**src/afc_pkg.sv**
```systemverilog
// Constants, types and helpers shared by the function configuration block
// Contract
// - Transfer bit copies staged values to active
// - Power field: 00 normal, 01 down, 10 standby
// - Power bit 5 picks pin-forced down or standby
// - Clock bit 0 enables stabiliser, resets 0x01
// - Divide ratio field divides by value plus one
// - Phase field delays divided clock 0-7 cycles
// - Nonzero divide ratio forces stabiliser on
// - Test mode replaces samples on channel outputs
// - Bit 7: repeat user pattern or once
// - Bits 5/4 hold long/short PN in reset
// - Code 0110 PN, code 0111 one/zero toggle
// - Offset adds twos-complement +31 to -32 LSBs
// - Channel index bits steer per-channel writes
package afc_pkg;
  // ==========================================
  // Register offsets
  localparam logic [7:0] ADDR_CHAN_INDEX = 8'h05;
  localparam logic [7:0] ADDR_POWER = 8'h08;
  localparam logic [7:0] ADDR_CLK_STAB = 8'h09;
  localparam logic [7:0] ADDR_CLK_DIV = 8'h0B;
  localparam logic [7:0] ADDR_TEST = 8'h0D;
  localparam logic [7:0] ADDR_OFFSET = 8'h10;
  localparam logic [7:0] ADDR_USER_LSB = 8'h19;
  localparam logic [7:0] ADDR_USER_MSB = 8'h1A;
  localparam logic [7:0] ADDR_TRANSFER = 8'hFF;
  // ==========================================
  // Reset values
  localparam logic [7:0] RST_CHAN_INDEX = 8'h03;
  localparam logic [7:0] RST_POWER = 8'h00;
  localparam logic [7:0] RST_CLK_STAB = 8'h01;
  localparam logic [7:0] RST_CLK_DIV = 8'h00;
  localparam logic [7:0] RST_TEST = 8'h00;
  localparam logic [7:0] RST_OFFSET = 8'h00;
  localparam logic [7:0] RST_USER = 8'h00;
  // ==========================================
  // Field positions
  localparam int XFER_BIT = 0;
  localparam int PWR_MODE_LSB = 0;
  localparam int PWR_PIN_BIT = 5;
  localparam int DCS_BIT = 0;
  localparam int DIV_RATIO_LSB = 0;
  localparam int DIV_PHASE_LSB = 3;
  localparam int TEST_SEL_LSB = 0;
  localparam int TEST_SHORT_RST_BIT = 4;
  localparam int TEST_LONG_RST_BIT = 5;
  localparam int TEST_SINGLE_BIT = 7;
  localparam int OFFSET_LSB = 0;
  localparam int SAMPLE_W = 12;
  // ==========================================
  // Codes and seeds
  localparam logic [1:0] PWR_NORMAL = 2'h0;
  localparam logic [1:0] PWR_DOWN = 2'h1;
  localparam logic [1:0] PWR_STANDBY = 2'h2;
  localparam logic [3:0] TEST_OFF = 4'h0;
  localparam logic [3:0] TEST_PN_SHORT = 4'h5;
  localparam logic [3:0] TEST_PN_LONG = 4'h6;
  localparam logic [3:0] TEST_TOGGLE = 4'h7;
  localparam logic [3:0] TEST_USER = 4'h8;
  localparam logic [22:0] PN_LONG_SEED = 23'h7FFFFF;
  localparam logic [8:0] PN_SHORT_SEED = 9'h1FF;
  localparam logic [11:0] SAMPLE_MAX = 12'h7FF;
  localparam logic [11:0] SAMPLE_MIN = 12'h800;

  typedef enum logic [1:0] {
    PAT_SEND = 2'h0,
    PAT_ZERO = 2'h1
  } afc_pat_e;

  // Register view of whichever channel the index selects, A first
  function automatic logic [7:0] afc_pick_chan(input logic [1:0] idx,
                                               input logic [7:0] chA,
                                               input logic [7:0] chB);
    afc_pick_chan = idx[0] ? chA : (idx[1] ? chB : 8'h00);
  endfunction

  // Sample plus signed offset, clamped to the 12-bit code range
  function automatic logic [11:0] afc_sat_add(input logic [11:0] smp,
                                              input logic [5:0] off);
    logic [12:0] sum;
    sum = {smp[11], smp} + {{7{off[5]}}, off};
    if (sum[12] != sum[11]) begin
      afc_sat_add = sum[12] ? SAMPLE_MIN : SAMPLE_MAX;
    end else begin
      afc_sat_add = sum[11:0];
    end
  endfunction
endpackage

```
**src/afc_chan_if.sv**
```systemverilog
// Active per-channel settings passed from the register bank to a data path
`timescale 1ns/10ps
interface afc_chan_if;
  logic [7:0] testCtl;
  logic [5:0] offset;
  logic [15:0] userPat;
  logic restart;
  modport src (output testCtl, output offset, output userPat, output restart);
  modport dst (input testCtl, input offset, input userPat, input restart);
endinterface

```
**src/afc_channel_path.sv**
```systemverilog
// Per-channel output path: test pattern generators and offset correction
`timescale 1ns/10ps
module afc_channel_path (
  input wire logic core_clk,
  input wire logic reset,
  afc_chan_if.dst cfg,
  input wire logic [11:0] sampleIn,
  output logic [11:0] dataOut
);
  // ==========================================
  // State
  logic [22:0] pnLong_ff;
  logic [22:0] nxt_pnLong;
  logic [8:0] pnShort_ff;
  logic [8:0] nxt_pnShort;
  logic toggle_ff;
  logic nxt_toggle;
  afc_pkg::afc_pat_e patState_ff;
  afc_pkg::afc_pat_e nxt_patState;
  logic [11:0] dataOut_ff;
  logic [11:0] nxt_dataOut;
  logic [3:0] sel;
  logic singleShot;

  assign sel = cfg.testCtl[afc_pkg::TEST_SEL_LSB +: 4];
  assign singleShot = cfg.testCtl[afc_pkg::TEST_SINGLE_BIT];

  // ==========================================
  // Next values
  always_comb begin
    nxt_pnLong = {pnLong_ff[21:0], pnLong_ff[22] ^ pnLong_ff[17]};
    nxt_pnShort = {pnShort_ff[7:0], pnShort_ff[8] ^ pnShort_ff[4]};
    if (cfg.testCtl[afc_pkg::TEST_LONG_RST_BIT]) begin
      nxt_pnLong = afc_pkg::PN_LONG_SEED;
    end
    if (cfg.testCtl[afc_pkg::TEST_SHORT_RST_BIT]) begin
      nxt_pnShort = afc_pkg::PN_SHORT_SEED;
    end
    nxt_toggle = ~toggle_ff;
    nxt_patState = patState_ff;
    case (patState_ff)
      afc_pkg::PAT_SEND: begin
        if (sel == afc_pkg::TEST_USER && singleShot && !cfg.restart) begin
          nxt_patState = afc_pkg::PAT_ZERO;
        end
      end
      afc_pkg::PAT_ZERO: begin
        if (cfg.restart || !singleShot || sel != afc_pkg::TEST_USER) begin
          nxt_patState = afc_pkg::PAT_SEND;
        end
      end
      default: nxt_patState = afc_pkg::PAT_SEND;
    endcase
    case (sel)
      afc_pkg::TEST_OFF: nxt_dataOut = afc_pkg::afc_sat_add(sampleIn, cfg.offset);
      afc_pkg::TEST_PN_SHORT: nxt_dataOut = {pnShort_ff, pnShort_ff[8:6]};
      afc_pkg::TEST_PN_LONG: nxt_dataOut = pnLong_ff[22:11];
      afc_pkg::TEST_TOGGLE: nxt_dataOut = {12{toggle_ff}};
      afc_pkg::TEST_USER: begin
        nxt_dataOut = (patState_ff == afc_pkg::PAT_SEND) ? cfg.userPat[15:4] : 12'h000;
      end
      default: nxt_dataOut = 12'h000;
    endcase
  end

  // ==========================================
  // Registers
  always_ff @(posedge core_clk or posedge reset) begin
    if (reset) begin
      pnLong_ff <= afc_pkg::PN_LONG_SEED;
      pnShort_ff <= afc_pkg::PN_SHORT_SEED;
      toggle_ff <= 1'b0;
      patState_ff <= afc_pkg::PAT_SEND;
      dataOut_ff <= 12'h000;
    end else begin
      pnLong_ff <= nxt_pnLong;
      pnShort_ff <= nxt_pnShort;
      toggle_ff <= nxt_toggle;
      patState_ff <= nxt_patState;
      dataOut_ff <= nxt_dataOut;
    end
  end

  assign dataOut = dataOut_ff;
endmodule

```
**src/afc_function_config.sv**
```systemverilog
// Function configuration register bank with staged transfer and clock divider
`timescale 1ns/10ps
module afc_function_config (
  input wire logic core_clk,
  input wire logic reset,
  input wire logic regWrStb,
  input wire logic regRdStb,
  input wire logic [7:0] regAddr,
  input wire logic [7:0] regWrData,
  output logic [7:0] regRdData,
  input wire logic pdPin,
  input wire logic [11:0] sampleA,
  input wire logic [11:0] sampleB,
  output logic [11:0] dataOutA,
  output logic [11:0] dataOutB,
  output logic [1:0] pwrModeA,
  output logic [1:0] pwrModeB,
  output logic dcsEnable,
  output logic divClkOut
);
  // ==========================================
  // Channel index and transfer control
  logic [1:0] chanIdx_ff;
  logic [1:0] nxt_chanIdx;
  logic xferPend_ff;
  logic nxt_xferPend;

  // ==========================================
  // Staged register copies
  logic [7:0] stgPower_ff [2];
  logic [7:0] nxt_stgPower [2];
  logic [7:0] stgTest_ff [2];
  logic [7:0] nxt_stgTest [2];
  logic [7:0] stgOffset_ff [2];
  logic [7:0] nxt_stgOffset [2];
  logic [7:0] stgStab_ff;
  logic [7:0] nxt_stgStab;
  logic [7:0] stgDiv_ff;
  logic [7:0] nxt_stgDiv;
  logic [15:0] stgUser_ff;
  logic [15:0] nxt_stgUser;

  // ==========================================
  // Active register copies
  logic [7:0] actPower_ff [2];
  logic [7:0] nxt_actPower [2];
  logic [7:0] actTest_ff [2];
  logic [7:0] nxt_actTest [2];
  logic [7:0] actOffset_ff [2];
  logic [7:0] nxt_actOffset [2];
  logic [7:0] actStab_ff;
  logic [7:0] nxt_actStab;
  logic [7:0] actDiv_ff;
  logic [7:0] nxt_actDiv;
  logic [15:0] actUser_ff;
  logic [15:0] nxt_actUser;
  logic applied_ff;
  logic nxt_applied;

  // ==========================================
  // Read port
  logic [7:0] regRdData_ff;
  logic [7:0] nxt_regRdData;

  // ==========================================
  // Register writes and staged transfer
  always_comb begin
    nxt_chanIdx = chanIdx_ff;
    nxt_xferPend = 1'b0;
    nxt_stgStab = stgStab_ff;
    nxt_stgDiv = stgDiv_ff;
    nxt_stgUser = stgUser_ff;
    for (int ch = 0; ch < 2; ch++) begin
      nxt_stgPower[ch] = stgPower_ff[ch];
      nxt_stgTest[ch] = stgTest_ff[ch];
      nxt_stgOffset[ch] = stgOffset_ff[ch];
    end
    if (regWrStb) begin
      case (regAddr)
        afc_pkg::ADDR_CHAN_INDEX: nxt_chanIdx = regWrData[1:0];
        afc_pkg::ADDR_CLK_STAB: nxt_stgStab = regWrData;
        afc_pkg::ADDR_CLK_DIV: nxt_stgDiv = regWrData;
        afc_pkg::ADDR_USER_LSB: nxt_stgUser[7:0] = regWrData;
        afc_pkg::ADDR_USER_MSB: nxt_stgUser[15:8] = regWrData;
        afc_pkg::ADDR_TRANSFER: nxt_xferPend = regWrData[afc_pkg::XFER_BIT];
        default: nxt_xferPend = 1'b0;
      endcase
      for (int ch = 0; ch < 2; ch++) begin
        if (chanIdx_ff[ch]) begin
          if (regAddr == afc_pkg::ADDR_POWER) begin
            nxt_stgPower[ch] = regWrData;
          end
          if (regAddr == afc_pkg::ADDR_TEST) begin
            nxt_stgTest[ch] = regWrData;
          end
          if (regAddr == afc_pkg::ADDR_OFFSET) begin
            nxt_stgOffset[ch] = regWrData;
          end
        end
      end
    end
  end

  always_comb begin
    nxt_applied = xferPend_ff;
    nxt_actStab = actStab_ff;
    nxt_actDiv = actDiv_ff;
    nxt_actUser = actUser_ff;
    for (int ch = 0; ch < 2; ch++) begin
      nxt_actPower[ch] = actPower_ff[ch];
      nxt_actTest[ch] = actTest_ff[ch];
      nxt_actOffset[ch] = actOffset_ff[ch];
    end
    if (xferPend_ff) begin
      nxt_actStab = stgStab_ff;
      nxt_actDiv = stgDiv_ff;
      nxt_actUser = stgUser_ff;
      for (int ch = 0; ch < 2; ch++) begin
        nxt_actPower[ch] = stgPower_ff[ch];
        nxt_actTest[ch] = stgTest_ff[ch];
        nxt_actOffset[ch] = stgOffset_ff[ch];
      end
    end
  end

  always_ff @(posedge core_clk or posedge reset) begin
    if (reset) begin
      chanIdx_ff <= afc_pkg::RST_CHAN_INDEX[1:0];
      xferPend_ff <= 1'b0;
      stgStab_ff <= afc_pkg::RST_CLK_STAB;
      stgDiv_ff <= afc_pkg::RST_CLK_DIV;
      stgUser_ff <= {afc_pkg::RST_USER, afc_pkg::RST_USER};
      actStab_ff <= afc_pkg::RST_CLK_STAB;
      actDiv_ff <= afc_pkg::RST_CLK_DIV;
      actUser_ff <= {afc_pkg::RST_USER, afc_pkg::RST_USER};
      applied_ff <= 1'b0;
      for (int ch = 0; ch < 2; ch++) begin
        stgPower_ff[ch] <= afc_pkg::RST_POWER;
        stgTest_ff[ch] <= afc_pkg::RST_TEST;
        stgOffset_ff[ch] <= afc_pkg::RST_OFFSET;
        actPower_ff[ch] <= afc_pkg::RST_POWER;
        actTest_ff[ch] <= afc_pkg::RST_TEST;
        actOffset_ff[ch] <= afc_pkg::RST_OFFSET;
      end
    end else begin
      chanIdx_ff <= nxt_chanIdx;
      xferPend_ff <= nxt_xferPend;
      stgStab_ff <= nxt_stgStab;
      stgDiv_ff <= nxt_stgDiv;
      stgUser_ff <= nxt_stgUser;
      actStab_ff <= nxt_actStab;
      actDiv_ff <= nxt_actDiv;
      actUser_ff <= nxt_actUser;
      applied_ff <= nxt_applied;
      for (int ch = 0; ch < 2; ch++) begin
        stgPower_ff[ch] <= nxt_stgPower[ch];
        stgTest_ff[ch] <= nxt_stgTest[ch];
        stgOffset_ff[ch] <= nxt_stgOffset[ch];
        actPower_ff[ch] <= nxt_actPower[ch];
        actTest_ff[ch] <= nxt_actTest[ch];
        actOffset_ff[ch] <= nxt_actOffset[ch];
      end
    end
  end

  // ==========================================
  // Read back of staged values
  always_comb begin
    nxt_regRdData = regRdData_ff;
    if (regRdStb) begin
      case (regAddr)
        afc_pkg::ADDR_CHAN_INDEX: nxt_regRdData = {6'h00, chanIdx_ff};
        afc_pkg::ADDR_POWER: begin
          nxt_regRdData = afc_pkg::afc_pick_chan(chanIdx_ff, stgPower_ff[0], stgPower_ff[1]);
        end
        afc_pkg::ADDR_TEST: begin
          nxt_regRdData = afc_pkg::afc_pick_chan(chanIdx_ff, stgTest_ff[0], stgTest_ff[1]);
        end
        afc_pkg::ADDR_OFFSET: begin
          nxt_regRdData = afc_pkg::afc_pick_chan(chanIdx_ff, stgOffset_ff[0], stgOffset_ff[1]);
        end
        afc_pkg::ADDR_CLK_STAB: nxt_regRdData = stgStab_ff;
        afc_pkg::ADDR_CLK_DIV: nxt_regRdData = stgDiv_ff;
        afc_pkg::ADDR_USER_LSB: nxt_regRdData = stgUser_ff[7:0];
        afc_pkg::ADDR_USER_MSB: nxt_regRdData = stgUser_ff[15:8];
        afc_pkg::ADDR_TRANSFER: nxt_regRdData = {7'h00, xferPend_ff};
        default: nxt_regRdData = 8'h00;
      endcase
    end
  end

  always_ff @(posedge core_clk or posedge reset) begin
    if (reset) begin
      regRdData_ff <= 8'h00;
    end else begin
      regRdData_ff <= nxt_regRdData;
    end
  end

  // ==========================================
  // Power-down pin synchroniser and power mode outputs
  logic [2:0] pdSync_ff;
  logic [2:0] nxt_pdSync;
  logic pdLevel_ff;
  logic nxt_pdLevel;
  logic [1:0] pwrMode_ff [2];
  logic [1:0] nxt_pwrMode [2];

  always_comb begin
    nxt_pdSync = {pdSync_ff[1:0], pdPin};
    nxt_pdLevel = pdLevel_ff;
    if (pdSync_ff[1] == pdSync_ff[2]) begin
      nxt_pdLevel = pdSync_ff[2];
    end
    for (int ch = 0; ch < 2; ch++) begin
      if (pdLevel_ff) begin
        nxt_pwrMode[ch] = actPower_ff[ch][afc_pkg::PWR_PIN_BIT] ?
                          afc_pkg::PWR_STANDBY : afc_pkg::PWR_DOWN;
      end else begin
        case (actPower_ff[ch][afc_pkg::PWR_MODE_LSB +: 2])
          afc_pkg::PWR_DOWN: nxt_pwrMode[ch] = afc_pkg::PWR_DOWN;
          afc_pkg::PWR_STANDBY: nxt_pwrMode[ch] = afc_pkg::PWR_STANDBY;
          default: nxt_pwrMode[ch] = afc_pkg::PWR_NORMAL;
        endcase
      end
    end
  end

  always_ff @(posedge core_clk or posedge reset) begin
    if (reset) begin
      pdSync_ff <= 3'h0;
      pdLevel_ff <= 1'b0;
      pwrMode_ff[0] <= afc_pkg::PWR_NORMAL;
      pwrMode_ff[1] <= afc_pkg::PWR_NORMAL;
    end else begin
      pdSync_ff <= nxt_pdSync;
      pdLevel_ff <= nxt_pdLevel;
      pwrMode_ff[0] <= nxt_pwrMode[0];
      pwrMode_ff[1] <= nxt_pwrMode[1];
    end
  end

  // ==========================================
  // Clock divider, phase delay and stabiliser enable
  logic [2:0] divRatio;
  logic [2:0] divPhase;
  logic [2:0] divCnt_ff;
  logic [2:0] nxt_divCnt;
  logic [6:0] divLine_ff;
  logic [6:0] nxt_divLine;
  logic divTick;
  logic divClk_ff;
  logic nxt_divClk;
  logic dcs_ff;
  logic nxt_dcs;

  assign divRatio = actDiv_ff[afc_pkg::DIV_RATIO_LSB +: 3];
  assign divPhase = actDiv_ff[afc_pkg::DIV_PHASE_LSB +: 3];
  assign divTick = (divCnt_ff == 3'h0);

  always_comb begin
    if (applied_ff || divCnt_ff >= divRatio) begin
      nxt_divCnt = 3'h0;
    end else begin
      nxt_divCnt = divCnt_ff + 3'h1;
    end
    nxt_divLine = {divLine_ff[5:0], divTick};
    if (divPhase == 3'h0) begin
      nxt_divClk = divTick;
    end else begin
      nxt_divClk = divLine_ff[divPhase - 3'h1];
    end
    nxt_dcs = actStab_ff[afc_pkg::DCS_BIT] || (divRatio != 3'h0);
  end

  always_ff @(posedge core_clk or posedge reset) begin
    if (reset) begin
      divCnt_ff <= 3'h0;
      divLine_ff <= 7'h00;
      divClk_ff <= 1'b0;
      dcs_ff <= afc_pkg::RST_CLK_STAB[afc_pkg::DCS_BIT];
    end else begin
      divCnt_ff <= nxt_divCnt;
      divLine_ff <= nxt_divLine;
      divClk_ff <= nxt_divClk;
      dcs_ff <= nxt_dcs;
    end
  end

  // ==========================================
  // Channel data paths
  afc_chan_if chA ();
  afc_chan_if chB ();

  assign chA.testCtl = actTest_ff[0];
  assign chA.offset = actOffset_ff[0][afc_pkg::OFFSET_LSB +: 6];
  assign chA.userPat = actUser_ff;
  assign chA.restart = applied_ff;
  assign chB.testCtl = actTest_ff[1];
  assign chB.offset = actOffset_ff[1][afc_pkg::OFFSET_LSB +: 6];
  assign chB.userPat = actUser_ff;
  assign chB.restart = applied_ff;

  afc_channel_path pathA (
    .core_clk(core_clk),
    .reset(reset),
    .cfg(chA),
    .sampleIn(sampleA),
    .dataOut(dataOutA)
  );

  afc_channel_path pathB (
    .core_clk(core_clk),
    .reset(reset),
    .cfg(chB),
    .sampleIn(sampleB),
    .dataOut(dataOutB)
  );

  // ==========================================
  // Outputs
  assign regRdData = regRdData_ff;
  assign pwrModeA = pwrMode_ff[0];
  assign pwrModeB = pwrMode_ff[1];
  assign dcsEnable = dcs_ff;
  assign divClkOut = divClk_ff;
endmodule

```
**config.mk**
```make
export PLATFORM = sky130hd
export DESIGN_NAME = afc_function_config
export DESIGN_NICKNAME = d
export VERILOG_FILES = /design/src/afc_pkg.sv /design/src/afc_chan_if.sv /design/src/afc_channel_path.sv /design/src/afc_function_config.sv
export SDC_FILE = /design/constraint.sdc
export NUM_CORES = 1
export LEC_CHECK = 0
export ABC_AREA = 1
export BUFFER_PORTS_ARGS = -buffer_cell sky130_fd_sc_hd__buf_2
export CORE_MARGIN = 2
export CORE_UTILIZATION = 35
export CTS_BUF_LIST = sky130_fd_sc_hd__clkbuf_8
export CTS_CLUSTER_DIAMETER = 30
export DETAILED_ROUTE_END_ITERATION = 8
export PLACE_DENSITY = 0.6
export SLEW_MARGIN = 20
export SYNTH_ARGS = -nofsm -noshare
export SYNTH_HDL_FRONTEND = slang
export SYNTH_HIERARCHICAL = 1
export SYNTH_SLANG_ARGS = --single-unit
```
**constraint.sdc**
```tcl
create_clock -name core_clk -period 11.2 [get_ports core_clk]
set_input_delay 1.12 -clock core_clk [delete_from_list [all_inputs] [get_ports core_clk]]
set_output_delay 1.12 -clock core_clk [all_outputs]
set_load 0.02 [all_outputs]
```
* Word-level counts from Yosys, hierarchy flattened
Cells that the tools add are included.
** Cells by class
- Add/sub/neg operators :: 4
- $lt $le $gt $ge :: 2
- Eq/ne operators :: 32
- Muxes and demuxes :: 37
- Bitwise logic cells :: 6
- Reduce and logical (&&, ||, !) cells :: 33
** Operators with widths (count)
- 12-bit one-hot mux with 5 select lines :: 2
- 12-bit two-way mux :: 6
- 8-bit one-hot mux with 9 select lines :: 1
- 8-bit two-way mux :: 6
- 23-bit two-way mux :: 2
- 8-bit by 4-bit equality test with 1-bit output (second input constant) :: 4
- 12-bit by 6-bit adder with 13-bit output :: 2
- 4-bit by 3-bit equality test with 1-bit output (second input constant) :: 6
- 8-bit by 5-bit equality test with 1-bit output (second input constant) :: 3
- 9-bit two-way mux :: 2
- 3-bit AND reduction :: 6
- 2-bit two-way mux :: 8
- 2-bit one-hot mux with 2 select lines :: 4
- 2-bit AND reduction :: 7
- 2-bit by 1-bit equality test with 1-bit output (second input constant) :: 4
- 4-bit equality test (second input constant) :: 2
- 8-bit by 3-bit equality test with 1-bit output (second input constant) :: 1
- 8-bit equality test (second input constant) :: 1
- 4-bit logical NOT :: 2
- 2-bit by 1-bit != test with 1-bit output (second input constant) :: 4
- 4-bit != test (second input constant) :: 2
- 3-bit logical NOT :: 2
- 1-bit logical OR :: 6
- 2-bit equality test (second input constant) :: 2
- 15 further kinds :: 29
** Storage, ports and cells
- Flip-flop bits (word level) :: 269
- Bits of input ports :: 45
- Output and inout bits :: 38
- Word-level logic and storage cells :: 155

* Depth between registers and ports, before layout
Gate-level depths: netlist (run 1).
- Depth after elaboration :: 5
- Mapped depth :: 14
- Depth with buffers taken out :: 13

* By module
Netlist (run 1), hierarchy kept.
** Modules (own cells, without submodules)
- afc_function_config :: instances 1, cells an instance 808, area an instance 7634.8 sq um, seq. area each 4235.3 sq um
- afc_channel_path at pathA :: instances 1, cells an instance 296, area an instance 2577.5 sq um, seq. area each 1191.1 sq um
- afc_channel_path at pathB :: instances 1, cells an instance 293, area an instance 2563.7 sq um, seq. area each 1191.1 sq um

* Worst setup path before layout (run 1)
Ideal clock, no wire load.
- Kind :: input-to-reg
- Start point :: input port sampleA[0]
- End point :: register pathA.dataOut_ff[2] (netlist: pathA/dataOut[2])
- Setup time :: 0.126 ns
- Arrival :: 2.547 ns
- Required time :: 11.074 ns
- Slack :: 8.527 ns
- Stages :: 13
- Path buffers :: 1
- Path through :: ha_1 > fa_1 > nand3_1 > nand2_2 > nand3_2 > nand3_2 > nand2_1 > nand2_2 > nand2_1 > buf_6 > nand3_1 > nand2_1 > nand2_1
** Between the ends
- Longest elaborated chain between the ends :: 4
- Elaborated cells between the ends (all ways) :: 5
- Those cells by class :: 1 x add/sub; 1 x eq/ne; 3 x mux
** Ends and longest elaborated chain
- start, declared :: line afc_function_config.sv:12 : input wire logic [11:0] sampleA,
- 12-bit by 6-bit adder with 13-bit output * :: line afc_pkg.sv:82 : sum = {smp[11], smp} + {{7{off[5]}}, off};
- 12-bit two-way mux or 1-bit != test (tied branches) :: line afc_pkg.sv:84, afc_pkg.sv:83
- 12-bit two-way mux * :: line afc_pkg.sv:83 : if (sum[12] != sum[11]) begin
- 12-bit one-hot mux with 5 select lines * :: line afc_channel_path.sv:54 : case (sel)
- named net pathA.nxt_dataOut[2] :: line afc_channel_path.sv:21 : logic [11:0] nxt_dataOut;
- end signal, assigned :: line afc_channel_path.sv:80 : dataOut_ff <= nxt_dataOut;
- end, declared :: line afc_channel_path.sv:20 : logic [11:0] dataOut_ff;
Mark *: on every way through the listed nets, which the timed path passes. The rest lies on a longest branch.
A chain may end at the register's enable or synchronous reset.

* Final worst setup path (run 1)
- Start point :: input port sampleB[0]
- End point :: register pathB.dataOut_ff[9] (netlist: pathB/dataOut[9])
** Between the ends
- Longest elaborated chain between the ends :: 4
- Elaborated cells between the ends (all ways) :: 5
- Those cells by class :: 1 x add/sub; 1 x eq/ne; 3 x mux
** Ends and longest elaborated chain
- start, declared :: line afc_function_config.sv:13 : input wire logic [11:0] sampleB,
- 12-bit by 6-bit adder with 13-bit output * :: line afc_pkg.sv:82
- 12-bit two-way mux or 1-bit != test (tied branches) :: line afc_pkg.sv:84, afc_pkg.sv:83
- 12-bit two-way mux * :: line afc_pkg.sv:83
- 12-bit one-hot mux with 5 select lines * :: line afc_channel_path.sv:54
- named net pathB.nxt_dataOut[9] :: line afc_channel_path.sv:21
- end signal, assigned :: line afc_channel_path.sv:80
- end, declared :: line afc_channel_path.sv:20
Marked as above.

==> results of run 1 <==
-- layer usage --
metal  wire [microns]  global-route usage [%]  vias to the layer above
li1                 -                       -                     4724
met1            15230                   24.88                     4621
met2            13910                   25.77                      219
met3             1648                   3.068                       43
met4              437                   4.382                        0
met5                0                       0                        -
-- where the power goes --
group / leakage (uW) / switching [uW] / internal, uW
clock network: 0.000738 / 464 / 829
logic: 0.00368 / 89.5 / 32.7
registers: 0.00310 / 15.3 / 944
-- cells in the final DEF, fill, tap and decap left out, types with 2 or more instances in the layout --
cell / count
a21oi_1: 27
a21oi_2: 7
a221oi_1: 24
buf_2: 82
buf_4: 4
bufinv_16: 12
clkbuf_8: 66
clkinv_2: 5
clkinv_4: 4
clkinvlp_4: 11
dfrtp_1: 185
dfstp_2: 69
fa_1: 2
ha_1: 31
inv_1: 130
inv_2: 10
mux2_2: 26
nand2_1: 370
nand2_2: 24
nand2_4: 7
nand3_1: 111
nand3_2: 8
nand4_1: 16
nor2_1: 72
nor2_2: 11
nor2_4: 2
nor2_8: 4
nor3_2: 2
nor3_4: 2
nor3b_1: 2
o211ai_1: 2
o21ai_0: 60
o21ai_1: 31
o21ai_2: 36
or2_2: 45
xnor2_1: 13
xor2_1: 5
-- worst register-to-register path, cell delays in order (launching register included) --
cell     delay (ps)
dfstp_2         880
inv_1           490
nand3_1         190
nand2_1          80
nand3_1          80
nand2_1          60
nor2_1          240
nand2_1         110
nand2_1          70
nand2_1          40
-- per-stage QoR --
step	instances	setup WS, ps
after floorplan	1381	5683
after detailed placement	1882	8154
after CTS	1990	8768
final	1990	8722
after global routing	1990	8517
after global placement	1882	8197
-- area by class of cell --
type / count / area share (%)
sequential: 255 / 43.91
tap: 461 / 3.915
clock inverter: 42 / 3.805
inverter: 135 / 3.491
timing repair buffer: 86 / 2.990
clock buffer: 66 / 6.166
multi-input combinational: 945 / 35.72
-- worst paths after layout --
| path | from | end | slack (ps) |
|---|---|---|---|
| max | sampleB[0] | pathB/dataOut[9]$_DFF_PP0_ | 8720 |
| min | pdSync_ff[0]$_DFF_PP0_ | pdSync_ff[1]$_DFF_PP0_ | 350 |
| max reg2reg | chanIdx_ff[0]$_DFFE_PP1P_ | regRdData[3]$_DFFE_PP0P_ | 8840 |
| min reg2reg | pdSync_ff[0]$_DFF_PP0_ | pdSync_ff[1]$_DFF_PP0_ | 350 |
| max in group asynchronous | reset | nxt_applied$_DFF_PP0_ | 8980 |
| min in group asynchronous | reset | stgOffset_ff[8]$_DFFE_PP0P_ | 700 |
-- state kept, by name, indices dropped and copies added (netlist names), 12 cells and up --
signal / cells
stgPower_ff: 16
stgUser_ff: 16
pathB/dataOut: 12
stgOffset_ff: 16
actOffset_ff: 12
pathA/pnLong_ff: 23
pathA/dataOut: 12
pathB/pnLong_ff: 23
actUser_ff: 12
stgTest_ff: 16
==> reports/metrics.yaml, run 1 <==
synth:
  postSynthCellCount: 1381
  syn_area_per_cell_sq_um: 9.101
  yosys_warnings: 6
  synth_area_sq_mm: 0.01257
  syn_nets: 1459
cts:
  clock_sinks: 255
  cts_resized: 0
  cts.clk_slew.worst_paths_ps: 50
  clockBufferDepth: 3
  h-tree-depth: 2
  cts_buffers: 57
  post_cts_buffers: 0
  cts_tree: "yes"
  cts-root-buf: "clkbuf_8"
  holdBufCountCts: 0
  insertion_delay_ps: 610
cells_and_area:
  seqCellArea_sq_mm: 0.006469
  fin_area_sq_mm: 0.01473
  multiInputGateArea_sq_mm: 0.005263
  fin_nets: 1558
  diodes: 0
  finalCoreUtilization_pct: 41.52
  fillers: 3522
  drive_above_1_share_pct: 28.97
  area_delta_synth_final_pct: 17.21
critical_path:
  cp_num_buf_inv: 1
  crit_top_cell: "nand2_1"
  cp.depth: 13
  r2r_cells: 9
  critPathTopFamily: "simple AND/OR/NAND/NOR gates"
  cp_max_fo: 11
  critPathLaunchType: "input port"
  path_class: "in2reg"
  arrival_ps: 2920
  critPathMaxStageDelay_ps: 440
  worstPathRequired_ps: 11640
  cp-end-kind: "flop"
  critPathSlowestCell: "fa_1"
  cp_cell_sequence: "buf_2 -> ha_1 -> fa_1 -> nand3_1 -> nand2_2 -> nand3_2 -> nand3_2 -> nand2_1 -> nand2_2 -> nand2_1 -> nand3_1 -> nand2_1 -> nand2_1"
power:
  ir_drop_v: 0.0001160
  power_uw: 2375
  leakagePower_uw: 0.007518
  power.density_mw_per_mm2: 161.2
floorplan:
  initial_core_util_pct: 35.42
  die_area_sq_mm: 0.03744
  fp.dieW_microns: 193.5
  die_y_microns: 193.5
  rows: 69
  coreArea_sq_mm: 0.03548
  io_pins: 83
routing:
  firstDrtPassIters: 7
  wire_per_inst_microns: 15.69
  drt-total-wl_microns: 31220
  drc: 0
  ant_nets: 0
  drt-vias-per-instance: 4.828
  drtIter0Drc: 725
  vias: 9607
placed_design:
  io_buffer_count: 82
  gp_congestion: 0.8826
  dpl.hpwl_microns: 22000
  dpl_cell_area_sq_mm: 0.01326
timing:
  maxSlewViolCount: 0
  setup_viol: 0
  fin_skew_ps: 43.34
  worstMarginPinSlew_ps: 970.7
  period_share_pct: 22.12
  grt_setup_unrepaired: "false"
  max_clock_freq_mhz: 403.6
  hold_viol: 0
  holdWs_ps: 348.3
  fin_crit_ps: 2478
  slew_headroom_pct: 35.28
  finalSetupTns_ps: 0
global_route:
  antenna_found_initial: 0
  grt_max_degree: 88
  gr-total-overflow: 0
  track_usage_pct: 16.94
  first_global_vias: 9545
  grt_pass1_wl_microns: 51340
hold_path:
  hold-path-cell-count: 0
  hold_class: "reg2reg"
job:
  drv_cap: 0
status:
  status: "finished, final reports clean"
Note: power is estimated with default switching activity, not from simulation.
==> run 2, diff against run 1 <==
--- a/config.mk
+++ b/config.mk
@@ -12,7 +12,7 @@
 export CTS_BUF_LIST = sky130_fd_sc_hd__clkbuf_8
 export CTS_CLUSTER_DIAMETER = 30
 export DETAILED_ROUTE_END_ITERATION = 8
-export PLACE_DENSITY = 0.6
+export PLACE_DENSITY = 0.62
 export SLEW_MARGIN = 20
 export SYNTH_ARGS = -nofsm -noshare
 export SYNTH_HDL_FRONTEND = slang
==> constraint.sdc (replaced) <==
create_clock -name core_clk -period 2.2 [get_ports core_clk]
set_input_delay 0.22 -clock core_clk [delete_from_list [all_inputs] [get_ports core_clk]]
set_output_delay 0.22 -clock core_clk [all_outputs]
set_load 0.02 [all_outputs]
==> run 2 against run 1 <==
Non-clock buffer count increased by 30. Register-to-register slack got worse by 8700 ps. Die area unchanged. Global-route usage decreased by 0.15 points. First-iteration DRC count increased by 1.8%. Sequential cell count unchanged. Final area increased by 2.8%. Critical endpoint is now pathB/dataOut[0]$_DFF_PP0_. Largest cell class unchanged. Highest routed layer unchanged.
==> reports/metrics.yaml, run 2 (synthesis results as in run 1) <==
critical_path:
  cp_max_fo: 8  # -3
  critPathTopFamily: "simple AND/OR/NAND/NOR gates"
  critPathLaunchType: "flop"
  reg2reg_slack_ps: 170  # -8670 ps
  cp_cell_sequence: "ha_1 -> nand2_1 -> nand2_1 -> a21oi_4 -> nand3_2 -> nand2_1 -> nand2_4 -> nand2_2 -> nand3_1 -> nand2_1 -> nand2_1"
  crit_top_cell: "nand2_1"
  cp-end-kind: "flop"
  arrival_ps: 2510  # -410 ps
  cp_num_buf_inv: 0  # -1
  critPathMaxStageDelay_ps: 490  # +50 ps
  r2r_cells: 11  # +2
  critPathSlowestCell: "dfrtp_2"
  worstPathRequired_ps: 2680  # -8960 ps
  r2r-start: "actOffset_ff[5]$_DFFE_PP0P_"
  path_class: "reg2reg"
  r2r_end: "pathB/dataOut[0]$_DFF_PP0_"
global_route:
  antenna_found_initial: 0  # unchanged
  first_global_vias: 9571  # +0.27%
  grt_max_degree: 52  # -41%
  track_usage_pct: 16.79  # -0.15 points
  gr-total-overflow: 0  # unchanged
  grt_pass1_wl_microns: 50660  # -1.3%
cts:
  insertion_delay_ps: 610  # about the same
  cts.clk_slew.worst_paths_ps: 60  # about the same
  clock_sinks: 255  # unchanged
  cts_buffers: 57  # unchanged
  cts-root-buf: "clkbuf_8"
  h-tree-depth: 2  # unchanged
  clockBufferDepth: 3  # unchanged
  cts_tree: "yes"
cells_and_area:
  most-common-layout-cells: "nand2_1, dfrtp_1, inv_1"
  area_delta_synth_final_pct: 20.53
  fin_nets: 1591  # +2.1%
  reg_top3: "pathA/pnLong_ff x23, pathB/pnLong_ff x23"
  diodes: 0  # unchanged
  drive_above_1_share_pct: 30.49  # +1.5 points
  mostFrequentLayoutCell: "nand2_1"
  fillers: 3504  # -0.51%
routing:
  drt-total-wl_microns: 31360  # +0.44%
  drc: 0  # unchanged
  firstDrtPassIters: 5  # -2
  drt-vias-per-instance: 4.872  # +0.93%
  wire_per_inst_microns: 15.51  # -1.1%
  vias: 9852  # +2.6%
  drtIter0Drc: 738  # +1.8%
  ant_nets: 0  # unchanged
timing:
  finalSetupTns_ps: 0  # unchanged
  fin_skew_ps: 24.17  # -19.17 ps
  worstMarginPinSlew_ps: 760.2  # -210.6 ps
  max_clock_freq_mhz: 493.1
  slew_headroom_pct: 49.27  # +14 points
  setup_viol: 0  # unchanged
  maxSlewViolCount: 0  # unchanged
  fin_crit_ps: 2028
  hold_viol: 0  # unchanged
  holdWs_ps: 51.15  # -297.1 ps
  period_share_pct: 92.18
placed_design:
  io_buffer_count: 82  # unchanged
  gp_congestion: 0.8833  # about the same
  dpl.hpwl_microns: 22460  # +2.1%
floorplan:
  die_area_sq_mm: 0.03744  # unchanged
  die_y_microns: 193.5  # unchanged
  rows: 69  # unchanged
  fp.dieW_microns: 193.5  # unchanged
  coreArea_sq_mm: 0.03548  # unchanged
  io_pins: 83  # unchanged
  initial_core_util_pct: 35.42  # unchanged
job:
  drv_cap: 0  # unchanged
power:
  p_sw_share_pct: 24.10  # +0.15 points
  power.density_mw_per_mm2: 797.0  # +390%
  seq_power_share_pct: 40.4  # about the same
  p_int_uw: 9163  # +410%
  power.share.combinational_pct: 5.7  # +0.6 points
  ir_drop_v: 0.0005765  # +400%
  p_clk_share_pct: 53.9  # -0.6 points
  power.switching_uw: 2910  # +410%
  leakagePower_uw: 0.007709  # +2.5%
hold_path:
  hold_end: "nxt_applied$_DFF_PP0_"
  hold_class: "in2reg"
  hp-start: "regAddr[0]"
  hold-path-cell-count: 5  # +5
status:
  status: "finished, final reports clean"
==> run 2: worst max-delay path by stage <==
stage	end	depth (start not counted)	start	slack (ps)
2_1_floorplan	actDiv_ff[0]$_DFFE_PP0P_	1	reset	-90
3_3_place_gp	pathB/dataOut[5]$_DFF_PP0_	10	actOffset_ff[5]$_DFFE_PP0P_	9
3_5_place_dp	pathB/dataOut[0]$_DFF_PP0_	9	actOffset_ff[5]$_DFFE_PP0P_	-9
4_1_cts	pathA/dataOut[9]$_DFF_PP0_	13	actOffset_ff[13]$_DFFE_PP0P_	10
5_1_grt	pathB/dataOut[8]$_DFF_PP0_	12	actOffset_ff[5]$_DFFE_PP0P_	-10
6_report	pathB/dataOut[0]$_DFF_PP0_	11	actOffset_ff[5]$_DFFE_PP0P_	170
==> run 2: stage by stage <==
stage / setup WS (ps) / power [uW] / util [%] / std cells / instance area (sq um)
5_1_grt: -9.921 / 12530 / 42.69 / 2022 / 15150
4_1_cts: 12.08 / 12200 / 42.39 / 2019 / 15040
3_5_place_dp: -8.711 / 5613 / 37.87 / 1897 / 13440
2_1_floorplan: -86.72 / 5351 / - / 1381 / 12570
3_3_place_gp: 9.343 / 5603 / 37.87 / 1897 / 13440
6_report: 172.0 / 12070 / 42.69 / 2022 / 15150
==> run 2: area by class of cell <==
| class | instances | area [sq um] | area share, % |
|---|---|---|---|
| inverter | 135 | 513.0 | 3.386 |
| clock buffer | 67 | 922.1 | 6.087 |
| timing repair buffer | 116 | 769.5 | 5.080 |
| tap | 461 | 576.8 | 3.808 |
| clock inverter | 40 | 523.0 | 3.453 |
| multi-input combinational | 948 | 5373 | 35.47 |
| sequential | 255 | 6471 | 42.72 |
==> run 2: worst register-to-register path: stages (launching register included) <==
cell and delay, ps:
dfrtp_2 490, ha_1 400, nand2_1 90, nand2_1 110, a21oi_4 190, nand3_2 100
nand2_1 110, nand2_4 100, nand2_2 130, nand3_1 90, nand2_1 60, nand2_1 50
==> run 2: routing by layer <==
metal  track usage (%)  routed length (microns)  up-vias
li1                  -                        -     4796
met1             24.09                    14820     4698
met2             25.38                    13940      297
met3             3.434                     1886       61
met4             5.457                      716        0
met5                 0                        0        -
==> run 2: power groups by stage <==
stage,registers [uW],clock network [uW],logic (uW)
2_1_floorplan,4970,0,379
3_3_place_gp,4950,0,650
3_5_place_dp,4960,0,657
4_1_cts,4880,6640,682
5_1_grt,4890,6880,766
6_report,4880,6500,690
==> run 2: timing repair <==
action	4_1_cts	5_1_grt
hold buffers	15	0
setup buffers	0	0
endpoints found under the setup margin	11	22
resized for setup	2	20
hold endpoints to repair	67	0
cloned	0	3
pin swaps	0	3
==> run 3, diff against run 2 <==
--- a/config.mk
+++ b/config.mk
@@ -9,7 +9,7 @@
 export BUFFER_PORTS_ARGS = -buffer_cell sky130_fd_sc_hd__buf_2
 export CORE_MARGIN = 2
 export CORE_UTILIZATION = 35
-export CTS_BUF_LIST = sky130_fd_sc_hd__clkbuf_8
+export CTS_BUF_LIST = sky130_fd_sc_hd__clkbuf_2 sky130_fd_sc_hd__clkbuf_4 sky130_fd_sc_hd__clkbuf_8
 export CTS_CLUSTER_DIAMETER = 30
 export DETAILED_ROUTE_END_ITERATION = 8
 export PLACE_DENSITY = 0.62
==> run 3 against run 2 <==
Register-to-register slack hardly changed. Sequential power hardly changed. Critical path depth is 1 higher. First-iteration DRC count is 9.3% lower. Sequential share of layout area is 0.053 points lower. Core utilization is 0.053 points higher. Total power is 0.72% higher. Clock skew is 2.1 ps lower. Sequential cell count stayed put. Die area stayed put.
==> reports/metrics.yaml, run 3 (synthesis results as in run 1) <==
status:
  status: "finished, final reports clean"
floorplan:
  die_area_sq_mm: 0.03744  # unchanged
  fp.dieW_microns: 193.5  # unchanged
  die_y_microns: 193.5  # unchanged
  coreArea_sq_mm: 0.03548  # unchanged
  rows: 69  # unchanged
  initial_core_util_pct: 35.42  # unchanged
  io_pins: 83  # unchanged
timing:
  maxSlewViolCount: 0  # unchanged
  fin_crit_ps: 2024  # -3.799 ps
  setup_viol: 0  # unchanged
  holdWs_ps: 54.72  # +3.575 ps
  slew_headroom_pct: 47.38  # -1.9 points
  setup_slack_ps: 175.8  # +3.799 ps
  fin_skew_ps: 22.10  # -2.068 ps
  max_clock_freq_mhz: 494.0  # +0.19%
  hold_viol: 0  # unchanged
  period_share_pct: 92.01  # -0.17 points
  finalSetupTns_ps: 0  # unchanged
  worstMarginPinSlew_ps: 786.5  # +26.30 ps
cts:
  cts.clk_slew.worst_paths_ps: 60  # about the same
  clock_sinks: 255  # unchanged
  h-tree-depth: 2  # unchanged
  cts_buffers: 57  # unchanged
  cts-root-buf: "clkbuf_8"
  insertion_delay_ps: 610  # about the same
  cts_tree: "yes"
  clockBufferDepth: 3  # unchanged
  post_cts_buffers: 0  # unchanged
critical_path:
  path_class: "reg2reg"
  r2r_cells: 12  # +1
  r2r-start: "actOffset_ff[0]$_DFFE_PP0P_"
  r2r_end: "pathB/dataOut[0]$_DFF_PP0_"
  arrival_ps: 2500  # about the same
  cp_max_fo: 5  # -3
  critPathLaunchType: "flop"
  worstPathRequired_ps: 2680  # about the same
  cp-end-kind: "flop"
  reg2reg_slack_ps: 180  # about the same
power:
  power.switching_uw: 2912  # about the same
  power.density_mw_per_mm2: 801.8  # +0.60%
  ir_drop_v: 0.0005766  # about the same
  seq_power_share_pct: 40.1  # -0.3 points
  p_sw_share_pct: 23.95  # -0.16 points
  leakagePower_uw: 0.007705  # about the same
  p_int_uw: 9249  # +0.93%
  p_clk_share_pct: 54.2  # +0.3 points
  power.share.combinational_pct: 5.7  # about the same
routing:
  drt-vias-per-instance: 4.876  # about the same
  vias: 9859  # +0.071%
  drtIter0Drc: 669  # -9.3%
  drc: 0  # unchanged
  ant_nets: 0  # unchanged
  drt-total-wl_microns: 31440  # +0.24%
  firstDrtPassIters: 5  # unchanged
  wire_per_inst_microns: 15.55  # +0.24%
placed_design:
  io_buffer_count: 82  # unchanged
  dpl_cell_area_sq_mm: 0.01344  # unchanged
  gp_congestion: 0.8833  # unchanged
  dpl_worst_slack_ps: -8.711  # unchanged
  dpl.hpwl_microns: 22460  # unchanged
hold_path:
  hold-path-cell-count: 5  # unchanged
  hold_end: "nxt_applied$_DFF_PP0_"
  hp-start: "regAddr[0]"
  hold_class: "in2reg"
cells_and_area:
  fin_area_sq_mm: 0.01517  # +0.12%
  multiInputGateArea_sq_mm: 0.005373  # unchanged
  reg_top3: "pathA/pnLong_ff x23, pathB/pnLong_ff x23"
  diodes: 0  # unchanged
  most-common-layout-cells: "nand2_1, dfrtp_1, inv_1"
  area_delta_synth_final_pct: 20.68
  seqCellArea_sq_mm: 0.006471  # unchanged
  drive_above_1_share_pct: 30.81  # +0.32 points
  mostFrequentLayoutCell: "nand2_1"
  fin_nets: 1591  # unchanged
  fillers: 3501  # -0.086%
global_route:
  grt_pass1_wl_microns: 50690  # about the same
  first_global_vias: 9575  # +0.042%
  grt_max_degree: 52  # unchanged
  antenna_found_initial: 0  # unchanged
  track_usage_pct: 16.80  # about the same
  gr-total-overflow: 0  # unchanged
job:
  drv_cap: 0  # unchanged
==> run 3: final cells by class <==
type / count / share of cell area [%]
Sequential cell: 255 / 42.67
Multi-Input combinational cell: 948 / 35.42
Clock buffer: 72 / 6.327
Timing Repair Buffer: 116 / 5.073
Tap cell: 461 / 3.803
Inverter: 135 / 3.382
Clock inverter: 35 / 3.325
==> run 3: power groups by stage <==
stage,sequential (uW),clock (uW),combinational [uW]
2_1_floorplan,4970,0,379
3_3_place_gp,4950,0,650
3_5_place_dp,4960,0,657
4_1_cts,4880,6730,682
5_1_grt,4890,6970,767
6_report,4880,6590,691
==> run 3: what timing repair did <==
action / in CTS / in global routing
gates cloned: 0 / 3
endpoints found under the setup margin: 11 / 22
gates resized for setup: 2 / 20
pin swaps: 0 / 3
hold buffers: 15 / 0
endpoints found under the hold margin: 67 / 0
==> run 3: worst max-delay path by stage <==
stage | from | end | cells after the start
after floorplan | reset | actDiv_ff[0]$_DFFE_PP0P_ | 1
after global placement | actOffset_ff[5]$_DFFE_PP0P_ | pathB/dataOut[5]$_DFF_PP0_ | 10
after detailed placement | actOffset_ff[5]$_DFFE_PP0P_ | pathB/dataOut[0]$_DFF_PP0_ | 9
after CTS | actOffset_ff[13]$_DFFE_PP0P_ | pathA/dataOut[9]$_DFF_PP0_ | 13
after global routing | actOffset_ff[5]$_DFFE_PP0P_ | pathB/dataOut[8]$_DFF_PP0_ | 12
final | actOffset_ff[0]$_DFFE_PP0P_ | pathB/dataOut[0]$_DFF_PP0_ | 12
==> run 3: through the flow <==
step	util [%]	std cells	total power, uW
floorplan	-	1381	5351
global placement	37.87	1897	5603
detailed placement	37.87	1897	5613
CTS	42.45	2019	12290
global route	42.74	2022	12620
finish	42.74	2022	12160
==> run 3: layer usage <==
metal / track usage (%) / vias up / part of all wire (%) / wire length (microns)
met1: 24.06 / 4703 / 47 / 14900
met4: 5.457 / 0 / 2.4 / 742
met2: 25.44 / 292 / 44 / 13930
met5: 0 / - / 0 / 0
met3: 3.434 / 62 / 5.9 / 1862
li1: - / 4802 / - / -
==> run 3: critical path: stages, from the launching register on <==
cell and delay, ps:
dfrtp_1 380, ha_2 210, fa_1 390, nand3_1 100
nand2_2 100, nand3_2 110, nand3_2 70, nand2_1 110
nand2_4 100, nand2_2 130, nand3_1 80, nand2_1 60
nand2_1 50
